### src/sensor_diag_pkg.sv
// shared constants and types of the safety sensor diagnostic block
package sensor_diag_pkg;
	// ------------------------------------------------------------
	// timing
	// ------------------------------------------------------------
	localparam int unsigned CLK_PERIOD_NS = 8;
	localparam int unsigned FLASH_TICK_MS = 100;
	localparam int unsigned TICK_CYCLES =
		FLASH_TICK_MS * 1_000_000 / CLK_PERIOD_NS;
	localparam int unsigned TICKS_PER_SEC = 1000 / FLASH_TICK_MS;
	localparam int unsigned SLOW_HALF_TICKS = 500 / FLASH_TICK_MS;
	localparam int unsigned FLASH_PAUSE_TICKS = 6;
	localparam int unsigned SEC_PER_MIN = 60;
	localparam int unsigned WARN_DELAY_MIN = 30;
	localparam int unsigned PROTECT_MIN = 10;
	localparam int unsigned WARN_DELAY_S = WARN_DELAY_MIN * SEC_PER_MIN;
	localparam int unsigned PROTECT_S = PROTECT_MIN * SEC_PER_MIN;
	// ------------------------------------------------------------
	// register map
	// ------------------------------------------------------------
	localparam logic [7:0] ADDR_CTRL = 8'h00;
	localparam logic [7:0] ADDR_REQUEST = 8'h04;
	localparam logic [7:0] ADDR_RESPONSE = 8'h08;
	localparam logic [7:0] ADDR_DIAG = 8'h0c;
	localparam int unsigned CTRL_SERIAL_BIT = 0;
	localparam int unsigned CTRL_EDGE_BIT = 1;
	localparam logic [1:0] CTRL_RESET = 2'h0;
	localparam int unsigned REQ_RESET_BIT = 7;
	localparam logic [7:0] REQUEST_RESET = 8'h00;
	localparam int unsigned RESP_SAFE_BIT = 0;
	localparam int unsigned RESP_ACT_BIT = 1;
	localparam int unsigned RESP_FB_OPEN_BIT = 3;
	localparam int unsigned RESP_INPUTS_BIT = 4;
	localparam int unsigned RESP_MARGIN_BIT = 5;
	localparam int unsigned RESP_WARN_BIT = 6;
	localparam int unsigned RESP_ERR_BIT = 7;
	// ------------------------------------------------------------
	// fault causes, bit n gives n+1 red flash pulses
	// ------------------------------------------------------------
	localparam int unsigned FAULT_W = 6;
	localparam logic [5:0] FAULT_OUT_MASK = 6'h07;
	// ------------------------------------------------------------
	// types
	// ------------------------------------------------------------
	typedef enum logic [2:0] {
		ST_IDLE = 3'b000,
		ST_NO_INPUT = 3'b001,
		ST_WAIT_FB = 3'b010,
		ST_ACTIVE = 3'b011,
		ST_ERROR = 3'b100,
		ST_TEACH = 3'b101,
		ST_PROTECT = 3'b110
	} state_type;
	typedef struct packed {
		logic green;
		logic red;
		logic yellow;
	} led_type;
endpackage : sensor_diag_pkg
### src/diag_timebase.sv
// divider producing flash ticks and square waves
`timescale 1ns/100ps
`default_nettype none
module diag_timebase
	import sensor_diag_pkg::*;
#(
	parameter int unsigned TICK_CYC = TICK_CYCLES
) (
	input wire logic clk, // system clock
	input wire logic rst_n, // async reset, low
	output logic tick, // one pulse per flash tick
	output logic sec_tick, // one pulse per second
	output logic fast_ff, // 5 hz square
	output logic slow_ff, // 1 hz square
	output logic phase_ff // toggles every second
);
	if (TICK_CYC < 2) begin : g_bad_tick
		$error("TICK_CYC must be at least 2");
	end
	logic [31:0] div_ff;
	logic [3:0] sub_ff;
	logic [3:0] half_ff;
	assign tick = (div_ff == TICK_CYC - 1);
	assign sec_tick = tick && (sub_ff == 4'(TICKS_PER_SEC - 1));
	always_ff @(posedge clk or negedge rst_n) begin
		if (!rst_n) begin
			div_ff <= 32'h0;
			sub_ff <= 4'h0;
			half_ff <= 4'h0;
			fast_ff <= 1'b0;
			slow_ff <= 1'b0;
			phase_ff <= 1'b0;
		end else begin
			div_ff <= tick ? 32'h0 : div_ff + 32'h1;
			if (tick) begin
				fast_ff <= !fast_ff;
				sub_ff <= sec_tick ? 4'h0 : sub_ff + 4'h1;
				half_ff <= (half_ff == 4'(SLOW_HALF_TICKS - 1)) ?
					4'h0 : half_ff + 4'h1;
				if (half_ff == 4'(SLOW_HALF_TICKS - 1))
					slow_ff <= !slow_ff;
				if (sec_tick)
					phase_ff <= !phase_ff;
			end
		end
	end
endmodule : diag_timebase
`default_nettype wire

### src/flash_code_gen.sv
// red indicator pulse-count generator
`timescale 1ns/100ps
`default_nettype none
module flash_code_gen
	import sensor_diag_pkg::*;
(
	input wire logic clk, // system clock
	input wire logic rst_n, // async reset, low
	input wire logic tick, // flash tick enable
	input wire logic [2:0] code, // pulses per burst, 0 steady
	output logic red_ff // red indicator drive
);
	logic [4:0] step_ff;
	wire [4:0] burst_len = {1'b0, code, 1'b0};
	wire [4:0] last_step = 5'(burst_len + 5'(FLASH_PAUSE_TICKS) - 5'd1);
	wire nxt_red = (code == 3'h0) ||
		((step_ff < burst_len) && !step_ff[0]);
	always_ff @(posedge clk or negedge rst_n) begin
		if (!rst_n) begin
			step_ff <= 5'h0;
			red_ff <= 1'b0;
		end else begin
			if (tick)
				step_ff <= (step_ff >= last_step) ? 5'h0 : step_ff + 5'h1;
			red_ff <= nxt_red;
		end
	end
endmodule : flash_code_gen
`default_nettype wire

### src/safety_sensor_diag.sv
// diagnostic and status logic of the contactless safety sensor
// ------------------------------------------------------------
// Summary of operation
// RULE_01: internal error disables outputs; guard cycle clears
// RULE_02: warning drops diagnostic output, outputs stay on
// RULE_03: warning clears itself when cause gone
// RULE_04: warning held thirty minutes trips outputs, red
// RULE_05: idle: green only, all outputs inactive
// RULE_06: active: steady yellow, diagnostic and outputs on
// RULE_07: marginal zone: yellow 1 hz, diagnostic pulsed
// RULE_08: feedback wait: green, yellow 1 hz, outputs off
// RULE_09: marginal feedback wait: yellow alternates 1/5 hz
// RULE_10: error: outputs off, red flashes or steady
// RULE_11: teaching: red steady, yellow flashes, outputs off
// RULE_12: ten minute protection after reteach, green flashes
// RULE_13: missing input: green 1 hz, outputs off
// RULE_14: serial variant: serial in and out chained
// RULE_15: chain holds at most thirty-one sensors
// RULE_16: serial link failure freezes safety outputs
// RULE_17: response bits 0,1,4,5 report state
// RULE_18: response bits 3,6,7 report feedback, warning, error
// RULE_19: serial error clears on request bit falling
// RULE_20: output faults clear only at next release
// RULE_21: red pulse count names the error cause
// RULE_22: actuator leaving zone disables outputs at once
// RULE_23: diagnostic pulse period is two flash ticks
// ------------------------------------------------------------
//
// The APB slave port and the register addresses were chosen for this implementation.
`timescale 1ns/100ps
`default_nettype none
module safety_sensor_diag
	import sensor_diag_pkg::*;
#(
	parameter int unsigned TICK_CYC = TICK_CYCLES,
	parameter int unsigned WARN_S = WARN_DELAY_S,
	parameter int unsigned PROT_S = PROTECT_S
) (
	input wire logic REF_CLK, // 125 mhz clock
	input wire logic RESET_N, // async reset, low
	input wire logic PSEL, // apb select
	input wire logic PENABLE, // apb access phase
	input wire logic PWRITE, // apb write
	input wire logic [7:0] PADDR, // apb byte address
	input wire logic [31:0] PWDATA, // apb write data
	output logic [31:0] PRDATA, // apb read data
	output logic PREADY, // apb ready
	output logic PSLVERR, // apb error
	input wire logic SAFETY_INPUT_ONE, // safety input one live
	input wire logic SAFETY_INPUT_TWO, // safety input two live
	input wire logic ACTUATOR_IN_RANGE, // actuator detected
	input wire logic ACTUATOR_MARGINAL, // actuator in limit area
	input wire logic FEEDBACK_IN, // feedback circuit closed
	input wire logic INTERNAL_FAULT, // internal safety fault
	input wire logic [5:0] FAULT_CAUSE, // error causes
	input wire logic [2:0] WARN_CAUSE, // warning causes
	input wire logic TEACH_ACTIVE, // actuator teaching in progress
	input wire logic COMM_FAIL, // gateway link lost
	input wire logic SERIAL_DIAG_IN, // serial chain input
	output logic SERIAL_DIAG_OUT, // serial chain output
	output logic DIAG_OUT, // plain diagnostic output
	output logic SAFETY_OUTPUT_ONE, // safety output one
	output logic SAFETY_OUTPUT_TWO, // safety output two
	output logic LED_GREEN, // green indicator
	output logic LED_RED, // red indicator
	output logic LED_YELLOW // yellow indicator
);
	if (WARN_S < 1 || WARN_S > 4095 || PROT_S < 1 || PROT_S > 4095)
	begin : g_bad_time
		$error("WARN_S and PROT_S must lie in 1..4095");
	end
	// ------------------------------------------------------------
	// state and registers
	// ------------------------------------------------------------
	state_type state_ff;
	state_type nxt_state;
	logic [1:0] ctrl_ff;
	logic [7:0] request_ff;
	logic req_prev_ff;
	logic fb_prev_ff;
	logic teach_prev_ff;
	logic [11:0] warn_sec_ff;
	logic warn_trip_ff;
	logic [11:0] prot_sec_ff;
	logic guard_open_ff;
	logic [5:0] cause_ff;
	logic [5:0] out_fault_ff;
	logic safe_ff;
	logic diag_ff;
	logic sdo_ff;
	logic [7:0] resp_ff;
	led_type led_ff;
	led_type nxt_led;
	logic nxt_diag;
	logic [2:0] flash_code;
	// ------------------------------------------------------------
	// time base and flash code
	// ------------------------------------------------------------
	logic tick;
	logic sec_tick;
	logic fast_sq;
	logic slow_sq;
	logic phase_sq;
	logic red_code;
	diag_timebase #(
		.TICK_CYC(TICK_CYC)
	) u_timebase (
		.clk(REF_CLK),
		.rst_n(RESET_N),
		.tick(tick),
		.sec_tick(sec_tick),
		.fast_ff(fast_sq),
		.slow_ff(slow_sq),
		.phase_ff(phase_sq)
	);
	flash_code_gen u_flash (
		.clk(REF_CLK),
		.rst_n(RESET_N),
		.tick(tick),
		.code(flash_code),
		.red_ff(red_code)
	);
	// ------------------------------------------------------------
	// decoded conditions
	// ------------------------------------------------------------
	wire serial_var = ctrl_ff[CTRL_SERIAL_BIT];
	wire edge_var = ctrl_ff[CTRL_EDGE_BIT];
	wire inputs_ok = SAFETY_INPUT_ONE && SAFETY_INPUT_TWO;
	wire act = ACTUATOR_IN_RANGE;
	wire marg = ACTUATOR_IN_RANGE && ACTUATOR_MARGINAL;
	wire warn_now = |WARN_CAUSE;
	wire hold = serial_var && COMM_FAIL;
	wire fb_release = edge_var ? (fb_prev_ff && !FEEDBACK_IN) // RULE_08
		: FEEDBACK_IN;
	wire cause_now = INTERNAL_FAULT || (|FAULT_CAUSE) || warn_trip_ff;
	wire req_fall = req_prev_ff && !request_ff[REQ_RESET_BIT];
	wire serial_ack = req_fall || !act; // RULE_19
	wire plain_ack = guard_open_ff && act; // RULE_01
	wire err_clear = !cause_now && (serial_var ? serial_ack : plain_ack);
	wire warn_hit = warn_now && sec_tick &&
		(warn_sec_ff == 12'(WARN_S - 1));
	wire prot_done = sec_tick && (prot_sec_ff == 12'(PROT_S - 1));
	wire teach_fell = teach_prev_ff && !TEACH_ACTIVE;
	wire yellow_alt = phase_sq ? fast_sq : slow_sq; // RULE_09
	wire nxt_safe = (nxt_state == ST_ACTIVE); // RULE_22
	wire released = nxt_safe && !safe_ff && !hold;
	// ------------------------------------------------------------
	// next state
	// ------------------------------------------------------------
	always_comb begin
		nxt_state = state_ff;
		case (state_ff)
			ST_ERROR: begin
				if (err_clear)
					nxt_state = ST_IDLE;
			end
			ST_TEACH: begin
				if (teach_fell)
					nxt_state = ST_PROTECT; // RULE_12
			end
			ST_PROTECT: begin
				if (prot_done)
					nxt_state = ST_IDLE;
			end
			ST_IDLE, ST_NO_INPUT, ST_WAIT_FB, ST_ACTIVE: begin
				if (!inputs_ok)
					nxt_state = ST_NO_INPUT; // RULE_13
				else if (!act)
					nxt_state = ST_IDLE; // RULE_22
				else if (state_ff == ST_ACTIVE || fb_release)
					nxt_state = ST_ACTIVE;
				else
					nxt_state = ST_WAIT_FB; // RULE_08
			end
			default: nxt_state = ST_IDLE;
		endcase
		if (cause_now && state_ff != ST_ERROR)
			nxt_state = ST_ERROR; // RULE_01
		else if (TEACH_ACTIVE && state_ff != ST_ERROR)
			nxt_state = ST_TEACH; // RULE_11
	end
	// ------------------------------------------------------------
	// indicators and diagnostic output
	// ------------------------------------------------------------
	always_comb begin
		nxt_led = '0;
		nxt_diag = 1'b0;
		case (state_ff)
			ST_IDLE: begin
				nxt_led.green = 1'b1; // RULE_05
			end
			ST_NO_INPUT: begin
				nxt_led.green = slow_sq; // RULE_13
				nxt_led.yellow = act;
				nxt_diag = act;
			end
			ST_WAIT_FB: begin
				nxt_led.green = 1'b1; // RULE_08
				nxt_led.yellow = marg ? yellow_alt : slow_sq; // RULE_09
				nxt_diag = marg ? fast_sq : 1'b1; // RULE_23
			end
			ST_ACTIVE: begin
				nxt_led.yellow = marg ? slow_sq : 1'b1; // RULE_06
				nxt_led.red = warn_now && fast_sq;
				if (warn_now)
					nxt_diag = 1'b0; // RULE_02
				else
					nxt_diag = marg ? fast_sq : 1'b1; // RULE_07
			end
			ST_ERROR: begin
				nxt_led.red = warn_trip_ff ? fast_sq : red_code; // RULE_10
			end
			ST_TEACH: begin
				nxt_led.red = 1'b1; // RULE_11
				nxt_led.yellow = slow_sq;
			end
			ST_PROTECT: begin
				nxt_led.green = slow_sq; // RULE_12
			end
			default: nxt_led = '0;
		endcase
	end
	// lowest latched cause picks the pulse count, internal is steady
	always_comb begin
		flash_code = 3'h0;
		for (int i = FAULT_W - 1; i >= 0; i--) begin
			if (cause_ff[i])
				flash_code = 3'(i + 1); // RULE_21
		end
		if (INTERNAL_FAULT)
			flash_code = 3'h0;
	end
	// ------------------------------------------------------------
	// sequencing registers
	// ------------------------------------------------------------
	always_ff @(posedge REF_CLK or negedge RESET_N) begin
		if (!RESET_N) begin
			state_ff <= ST_IDLE;
			fb_prev_ff <= 1'b0;
			teach_prev_ff <= 1'b0;
			req_prev_ff <= 1'b0;
		end else begin
			state_ff <= nxt_state;
			fb_prev_ff <= FEEDBACK_IN;
			teach_prev_ff <= TEACH_ACTIVE;
			req_prev_ff <= request_ff[REQ_RESET_BIT];
		end
	end
	always_ff @(posedge REF_CLK or negedge RESET_N) begin
		if (!RESET_N) begin
			warn_sec_ff <= 12'h0;
			warn_trip_ff <= 1'b0;
		end else if (!warn_now) begin
			warn_sec_ff <= 12'h0; // RULE_03
			warn_trip_ff <= 1'b0;
		end else if (warn_hit) begin
			warn_trip_ff <= 1'b1; // RULE_04
		end else if (sec_tick && !warn_trip_ff) begin
			warn_sec_ff <= warn_sec_ff + 12'h1;
		end
	end
	always_ff @(posedge REF_CLK or negedge RESET_N) begin
		if (!RESET_N)
			prot_sec_ff <= 12'h0;
		else if (state_ff != ST_PROTECT)
			prot_sec_ff <= 12'h0;
		else if (sec_tick)
			prot_sec_ff <= prot_sec_ff + 12'h1;
	end
	always_ff @(posedge REF_CLK or negedge RESET_N) begin
		if (!RESET_N) begin
			guard_open_ff <= 1'b0;
			cause_ff <= 6'h0;
		end else if (state_ff != ST_ERROR) begin
			guard_open_ff <= 1'b0;
			cause_ff <= FAULT_CAUSE;
		end else begin
			guard_open_ff <= guard_open_ff || !act;
			cause_ff <= cause_ff | FAULT_CAUSE;
		end
	end
	// output faults stick until the outputs are released again
	always_ff @(posedge REF_CLK or negedge RESET_N) begin
		if (!RESET_N)
			out_fault_ff <= 6'h0;
		else if (released)
			out_fault_ff <= FAULT_CAUSE & FAULT_OUT_MASK; // RULE_20
		else
			out_fault_ff <= out_fault_ff | (FAULT_CAUSE & FAULT_OUT_MASK);
	end
	// ------------------------------------------------------------
	// output registers
	// ------------------------------------------------------------
	always_ff @(posedge REF_CLK or negedge RESET_N) begin
		if (!RESET_N) begin
			safe_ff <= 1'b0;
			led_ff <= '0;
			diag_ff <= 1'b0;
			sdo_ff <= 1'b0;
		end else begin
			if (!hold)
				safe_ff <= nxt_safe; // RULE_16
			led_ff <= nxt_led;
			diag_ff <= !serial_var && nxt_diag;
			sdo_ff <= serial_var && SERIAL_DIAG_IN; // RULE_14
		end
	end
	always_ff @(posedge REF_CLK or negedge RESET_N) begin
		if (!RESET_N)
			resp_ff <= 8'h0;
		else
			resp_ff <= {state_ff == ST_ERROR, warn_now, marg, // RULE_18
				inputs_ok, state_ff == ST_WAIT_FB, 1'b0, act, // RULE_17
				safe_ff};
	end
	assign SAFETY_OUTPUT_ONE = safe_ff;
	assign SAFETY_OUTPUT_TWO = safe_ff;
	assign LED_GREEN = led_ff.green;
	assign LED_RED = led_ff.red;
	assign LED_YELLOW = led_ff.yellow;
	assign DIAG_OUT = diag_ff;
	assign SERIAL_DIAG_OUT = sdo_ff;
	// ------------------------------------------------------------
	// apb slave, zero wait states
	// ------------------------------------------------------------
	wire hit_ctrl = (PADDR == ADDR_CTRL);
	wire hit_req = (PADDR == ADDR_REQUEST);
	wire hit_resp = (PADDR == ADDR_RESPONSE);
	wire hit_diag = (PADDR == ADDR_DIAG);
	wire mapped = hit_ctrl || hit_req || hit_resp || hit_diag;
	wire access = PSEL && PENABLE;
	wire wr_ctrl = access && PWRITE && hit_ctrl;
	wire wr_req = access && PWRITE && hit_req;
	wire [31:0] diag_word = {15'h0, hold, warn_trip_ff, state_ff,
		out_fault_ff, cause_ff};
	assign PREADY = 1'b1;
	assign PSLVERR = access && !mapped;
	assign PRDATA = !(access && !PWRITE) ? 32'h0 :
		hit_ctrl ? {30'h0, ctrl_ff} :
		hit_req ? {24'h0, request_ff} :
		hit_resp ? {24'h0, resp_ff} :
		hit_diag ? diag_word : 32'h0;
	always_ff @(posedge REF_CLK or negedge RESET_N) begin
		if (!RESET_N) begin
			ctrl_ff <= CTRL_RESET;
			request_ff <= REQUEST_RESET;
		end else begin
			if (wr_ctrl)
				ctrl_ff <= PWDATA[1:0];
			if (wr_req)
				request_ff <= PWDATA[7:0];
		end
	end
	// ------------------------------------------------------------
	// assertions
	// ------------------------------------------------------------
	a_error_outputs_off: assert property ( // RULE_01
		@(posedge REF_CLK) disable iff (!RESET_N)
		(state_ff == ST_ERROR && !hold) |-> !SAFETY_OUTPUT_ONE &&
			!SAFETY_OUTPUT_TWO)
		else $error("safety outputs on in error state");
	a_warn_diag_low: assert property ( // RULE_02
		@(posedge REF_CLK) disable iff (!RESET_N)
		(state_ff == ST_ACTIVE && nxt_state == ST_ACTIVE && warn_now &&
			!hold) |=> !DIAG_OUT && SAFETY_OUTPUT_ONE)
		else $error("warning did not drop diagnostic output");
	a_warn_self_clear: assert property ( // RULE_03
		@(posedge REF_CLK) disable iff (!RESET_N)
		!warn_now |=> (warn_sec_ff == 12'h0) && !warn_trip_ff &&
			!resp_ff[RESP_WARN_BIT])
		else $error("warning not cleared with its cause");
	a_warn_trip: assert property ( // RULE_04
		@(posedge REF_CLK) disable iff (!RESET_N)
		warn_hit |=> warn_trip_ff ##1 (state_ff == ST_ERROR) ##1
			!safe_ff || hold)
		else $error("warning timeout did not trip outputs");
	a_idle_green: assert property ( // RULE_05
		@(posedge REF_CLK) disable iff (!RESET_N)
		state_ff == ST_IDLE |=> LED_GREEN && !LED_RED && !LED_YELLOW &&
			!DIAG_OUT)
		else $error("idle indication wrong");
	a_active_yellow: assert property ( // RULE_06
		@(posedge REF_CLK) disable iff (!RESET_N)
		(state_ff == ST_ACTIVE && !marg && !warn_now) |=> LED_YELLOW &&
			!LED_GREEN && !LED_RED && (DIAG_OUT != $past(serial_var)))
		else $error("active indication wrong");
	a_teach_red: assert property ( // RULE_11
		@(posedge REF_CLK) disable iff (!RESET_N)
		state_ff == ST_TEACH |=> LED_RED && !LED_GREEN && !DIAG_OUT)
		else $error("teaching indication wrong");
	a_protect_hold: assert property ( // RULE_12
		@(posedge REF_CLK) disable iff (!RESET_N)
		(state_ff == ST_PROTECT && !hold) |-> !safe_ff && !DIAG_OUT)
		else $error("outputs on during protection time");
	a_leave_zone: assert property ( // RULE_22
		@(posedge REF_CLK) disable iff (!RESET_N)
		(!ACTUATOR_IN_RANGE && !hold) |=> !SAFETY_OUTPUT_ONE)
		else $error("outputs stayed on after actuator left");
	a_resp_bits: assert property ( // RULE_17
		@(posedge REF_CLK) disable iff (!RESET_N)
		1'b1 |=> resp_ff[RESP_SAFE_BIT] == $past(safe_ff) &&
			resp_ff[RESP_INPUTS_BIT] == $past(inputs_ok))
		else $error("response byte does not track state");
	a_hold_freeze: assert property ( // RULE_16
		@(posedge REF_CLK) disable iff (!RESET_N)
		hold |=> $stable(safe_ff))
		else $error("safety outputs moved during link failure");
endmodule : safety_sensor_diag
`default_nettype wire

### config.mk
export PLATFORM = sky130hd
export DESIGN_NAME = safety_sensor_diag
export DESIGN_NICKNAME = d
export VERILOG_FILES = /design/src/sensor_diag_pkg.sv /design/src/diag_timebase.sv /design/src/flash_code_gen.sv /design/src/safety_sensor_diag.sv
export SDC_FILE = /design/constraint.sdc
export NUM_CORES = 1
export LEC_CHECK = 0
export BUFFER_PORTS_ARGS = -buffer_cell sky130_fd_sc_hd__buf_2
export CAP_MARGIN = 20
export CORE_MARGIN = 5
export CORE_UTILIZATION = 44
export DETAILED_ROUTE_END_ITERATION = 10
export PLACE_DENSITY_LB_ADDON = 0.12
export SLEW_MARGIN = 5
export SYNTH_ARGS = -nofsm -noshare
export SYNTH_HDL_FRONTEND = slang
export SYNTH_SLANG_ARGS = --single-unit
### constraint.sdc
create_clock -name REF_CLK -period 5.6 [get_ports REF_CLK]
set_input_delay 1.12 -clock REF_CLK [delete_from_list [all_inputs] [get_ports REF_CLK]]
set_output_delay 1.12 -clock REF_CLK [all_outputs]
set_load 0.05 [all_outputs]
==> results.cfg <==
[synth]
synth_top_area_share_pct = 47.0
ys_warn_count = 0
avgSynthCellArea_um2 = 9.94
synth_area_leaders = dfrtp_1 47%, xnor2_1 3.6%, nand2_1 3.5%
post-synth-top-count-cell = dfrtp_1
ys_seq_area_share_pct = 47.0
synth_cell_types = 65
syn_area_um2 = 6020
synth_seq_cells = 113
ys_top_cells_by_count = 113 x dfrtp_1, 56 x nand2_1, 36 x a21oi_1, 36 x nor2_1, 31 x nand3_1
synth_cells = 606
yosys.area.top_type = dfrtp_1
synthArstFlopShare_pct = 100
synth_ff_type = dfrtp_1
synth_edf_count = 0

[placed_design]
gp_congestion = 0.804
dpl-instance-area_um2 = 6370
portBuffers = 60
dp_hpwl_um = 9390

[floorplanning]
core_um2 = 13300
die_h_um = 127
pin_count = 104
initial_core_util_pct = 45.1
die_x_um = 127
placementRows = 42
die-area_um2 = 16100

[sta]
setup_tns_ns = 0
finClkSkew_ns = 0.00685
rsz0062_at_grt = false
finalSetupViolCount = 0
relSlewSlack_pct = 50.2
maxSlewViolCount = 0
worst_slew_pin_slew_ns = 0.748
clock.fmax_ghz = 0.237
hold_viol_final = 0
fin_crit_sh_pct = 75.3
finalCriticalPeriod_ns = 4.22

[worst_setup_path]
start_kind = input pin
slowest_delay_ns = 0.49
crit_buf_inv = 2
rrSetupSlack_ns = 2.88
ff2ff_path_depth = 9
path_max_fanout = 8
critPathSlowestCell = nor3_1
cp_top_family = simple AND/OR/NAND/NOR gates
crit_top_cell = buf_2
cp.arrival_ns = 3.10
end_kind = primary output
worst_ep_required_time_ns = 4.48
crit_type = in -> out
timing.rr.end = u_flash.step_ff[2]
r2r-start = cause_ff[4]
worstPathCellList = buf_2, nor4_1, nand2_1, nor3_1, and3_1, and2_1, buf_2

[job]
cap_violations = 0

[clocking]
cts_tree = yes
cts_hold_buf = 0
htreeDepth = 4
cts_resized = 0
cts_buffer_depth = 2
root_buffer = clkbuf_16
worstSkewPairLatency_ns = 0.41
post-cts-setup-buffers = 0
cts_buffers = 17
clk_pin_slew_worst_paths_ns = 0.05
numClockSinks = 113

[worst_hold_path]
hold_path.class = reg -> reg
min_to = resp_ff[0]
whs_path_depth = 0
hp-start = SAFETY_OUTPUT_ONE

[routing]
ant_nets = 0
drc = 0
dr_total_vias = 4627
detail_route.wl_per_cell_um = 15.7
wirelength_um = 13400
drt_iter0_markers = 205
avgViaCountPerCell = 5.42
drtPass1Iterations = 5

[global_routing]
grtUsageTotal_pct = 17.4
antenna_found_initial = 0
grt_max_degree = 78
gr-total-overflow = 0
first_global_vias = 4557
grt_pass1_wl_um = 22500

[pwr]
powerDensity_nw_per_um2 = 289
cellLeakagePower_nw = 3.10
total_power_mw = 2.03
max-vdd-ir-drop_uv = 232

[cells_and_area]
drive_gt1_share_pct = 17.7
area_growth_pct = 16.5
fin_area_um2 = 7010
nets = 747
antenna_cells = 0

[outcome]
status = finished clean
[cells in the final DEF, fill, tap and decap left out, drive strengths merged, types with 3 or more instances in the layout]
cell type  instances
conb              19
mux2              12
nor3              13
nor2b              8
inv               21
a21oi             36
dfrtp            113
and4               8
nand3b             5
clkbuf            24
nor4b              4
nand2             56
a21o              11
nor4               9
nand3             33
xor2               8
xnor2             25
nor2              36
a22oi              3
o31ai             15
or4               13
nand2b            10
mux2i              3
bufinv             3
and2              14
buf               63
o311ai             7
or3               14
ha                16
o21ai             18
nand4             18
and3              13
[per-stage QoR]
| step | utilization [%] | setup slack [ns] | instances | hold slack (ns) |
|---|---|---|---|---|
| finish | 52.5 | 1.38 | 854 | 0.469 |
| global route | 52.5 | 1.20 | 854 | 0.482 |
| CTS | 52.3 | 1.40 | 853 | 0.469 |
| detailed placement | 47.8 | 1.40 | 824 | 0.444 |
| global placement | 47.8 | 1.44 | 824 | 0.430 |
| floorplan | - | 1.52 | 623 | 0.378 |
[layer usage]
metal | track usage (%) | wire length, um
met1 | 23.7 | 6450
met5 | 0 | 0
met3 | 5.05 | 541
met2 | 27.2 | 6330
met4 | 4.86 | 118
[how the worst max path moves through the flow]
stage	from	end	slack [ns]	depth (start not counted)
after CTS	PADDR[5]	PRDATA[16]	1.40	7
after floorplan	PADDR[5]	PRDATA[16]	1.52	5
after detailed placement	PADDR[5]	PRDATA[16]	1.40	7
final	PADDR[5]	PRDATA[13]	1.38	7
after global placement	PADDR[5]	PRDATA[16]	1.44	7
after global routing	PADDR[5]	PRDATA[16]	1.20	7
[power breakdown]
| part | switching (mW) | total [mW] | internal, mW |
|---|---|---|---|
| clock network | 0.356 | 1.12 | 0.761 |
| logic | 0.0672 | 0.0883 | 0.0211 |
| registers | 0.00275 | 0.825 | 0.823 |
[registers in the layout (all words and copies together) (netlist names), 2 cells and up]
register	cells
u_timebase.div_ff	32
prot_sec_ff	12
warn_sec_ff	12
request_ff	8
resp_ff	7
cause_ff	6
u_flash.step_ff	5
u_timebase.half_ff	4
u_timebase.sub_ff	4
out_fault_ff	3
state_ff	3
ctrl_ff	2
[cell families after synthesis]
kind of cell / synth area share (%)
and+or+nand+nor: 24.5
DFF: 47.0
AOI/OAI and AO/OA: 11.7
buffers and inverters: 5.44
xor gates and xnor gates: 4.80
adders and majority gates: 3.32
muxes: 3.12
other: 0.125
[area by class of cell]
class / instances / area (um2)
Multi-Input combinational cell: 452 / 2930
Tap cell: 176 / 220
Inverter: 21 / 78.8
Clock inverter: 5 / 100
Timing Repair Buffer: 63 / 345
Sequential cell: 113 / 2830
Fill cell: 1225 / 6330
Clock buffer: 24 / 512
[worst reg2reg max path, stage by stage, from the launching register on]
cell	delay, ns
dfrtp_1	0.42
o311ai_0	0.62
inv_1	0.11
ha_1	0.30
inv_1	0.04
ha_1	0.16
a21o_1	0.17
a31oi_1	0.51
a21oi_1	0.14
o21ai_0	0.17
Note: power is estimated with default switching activity, not from simulation.
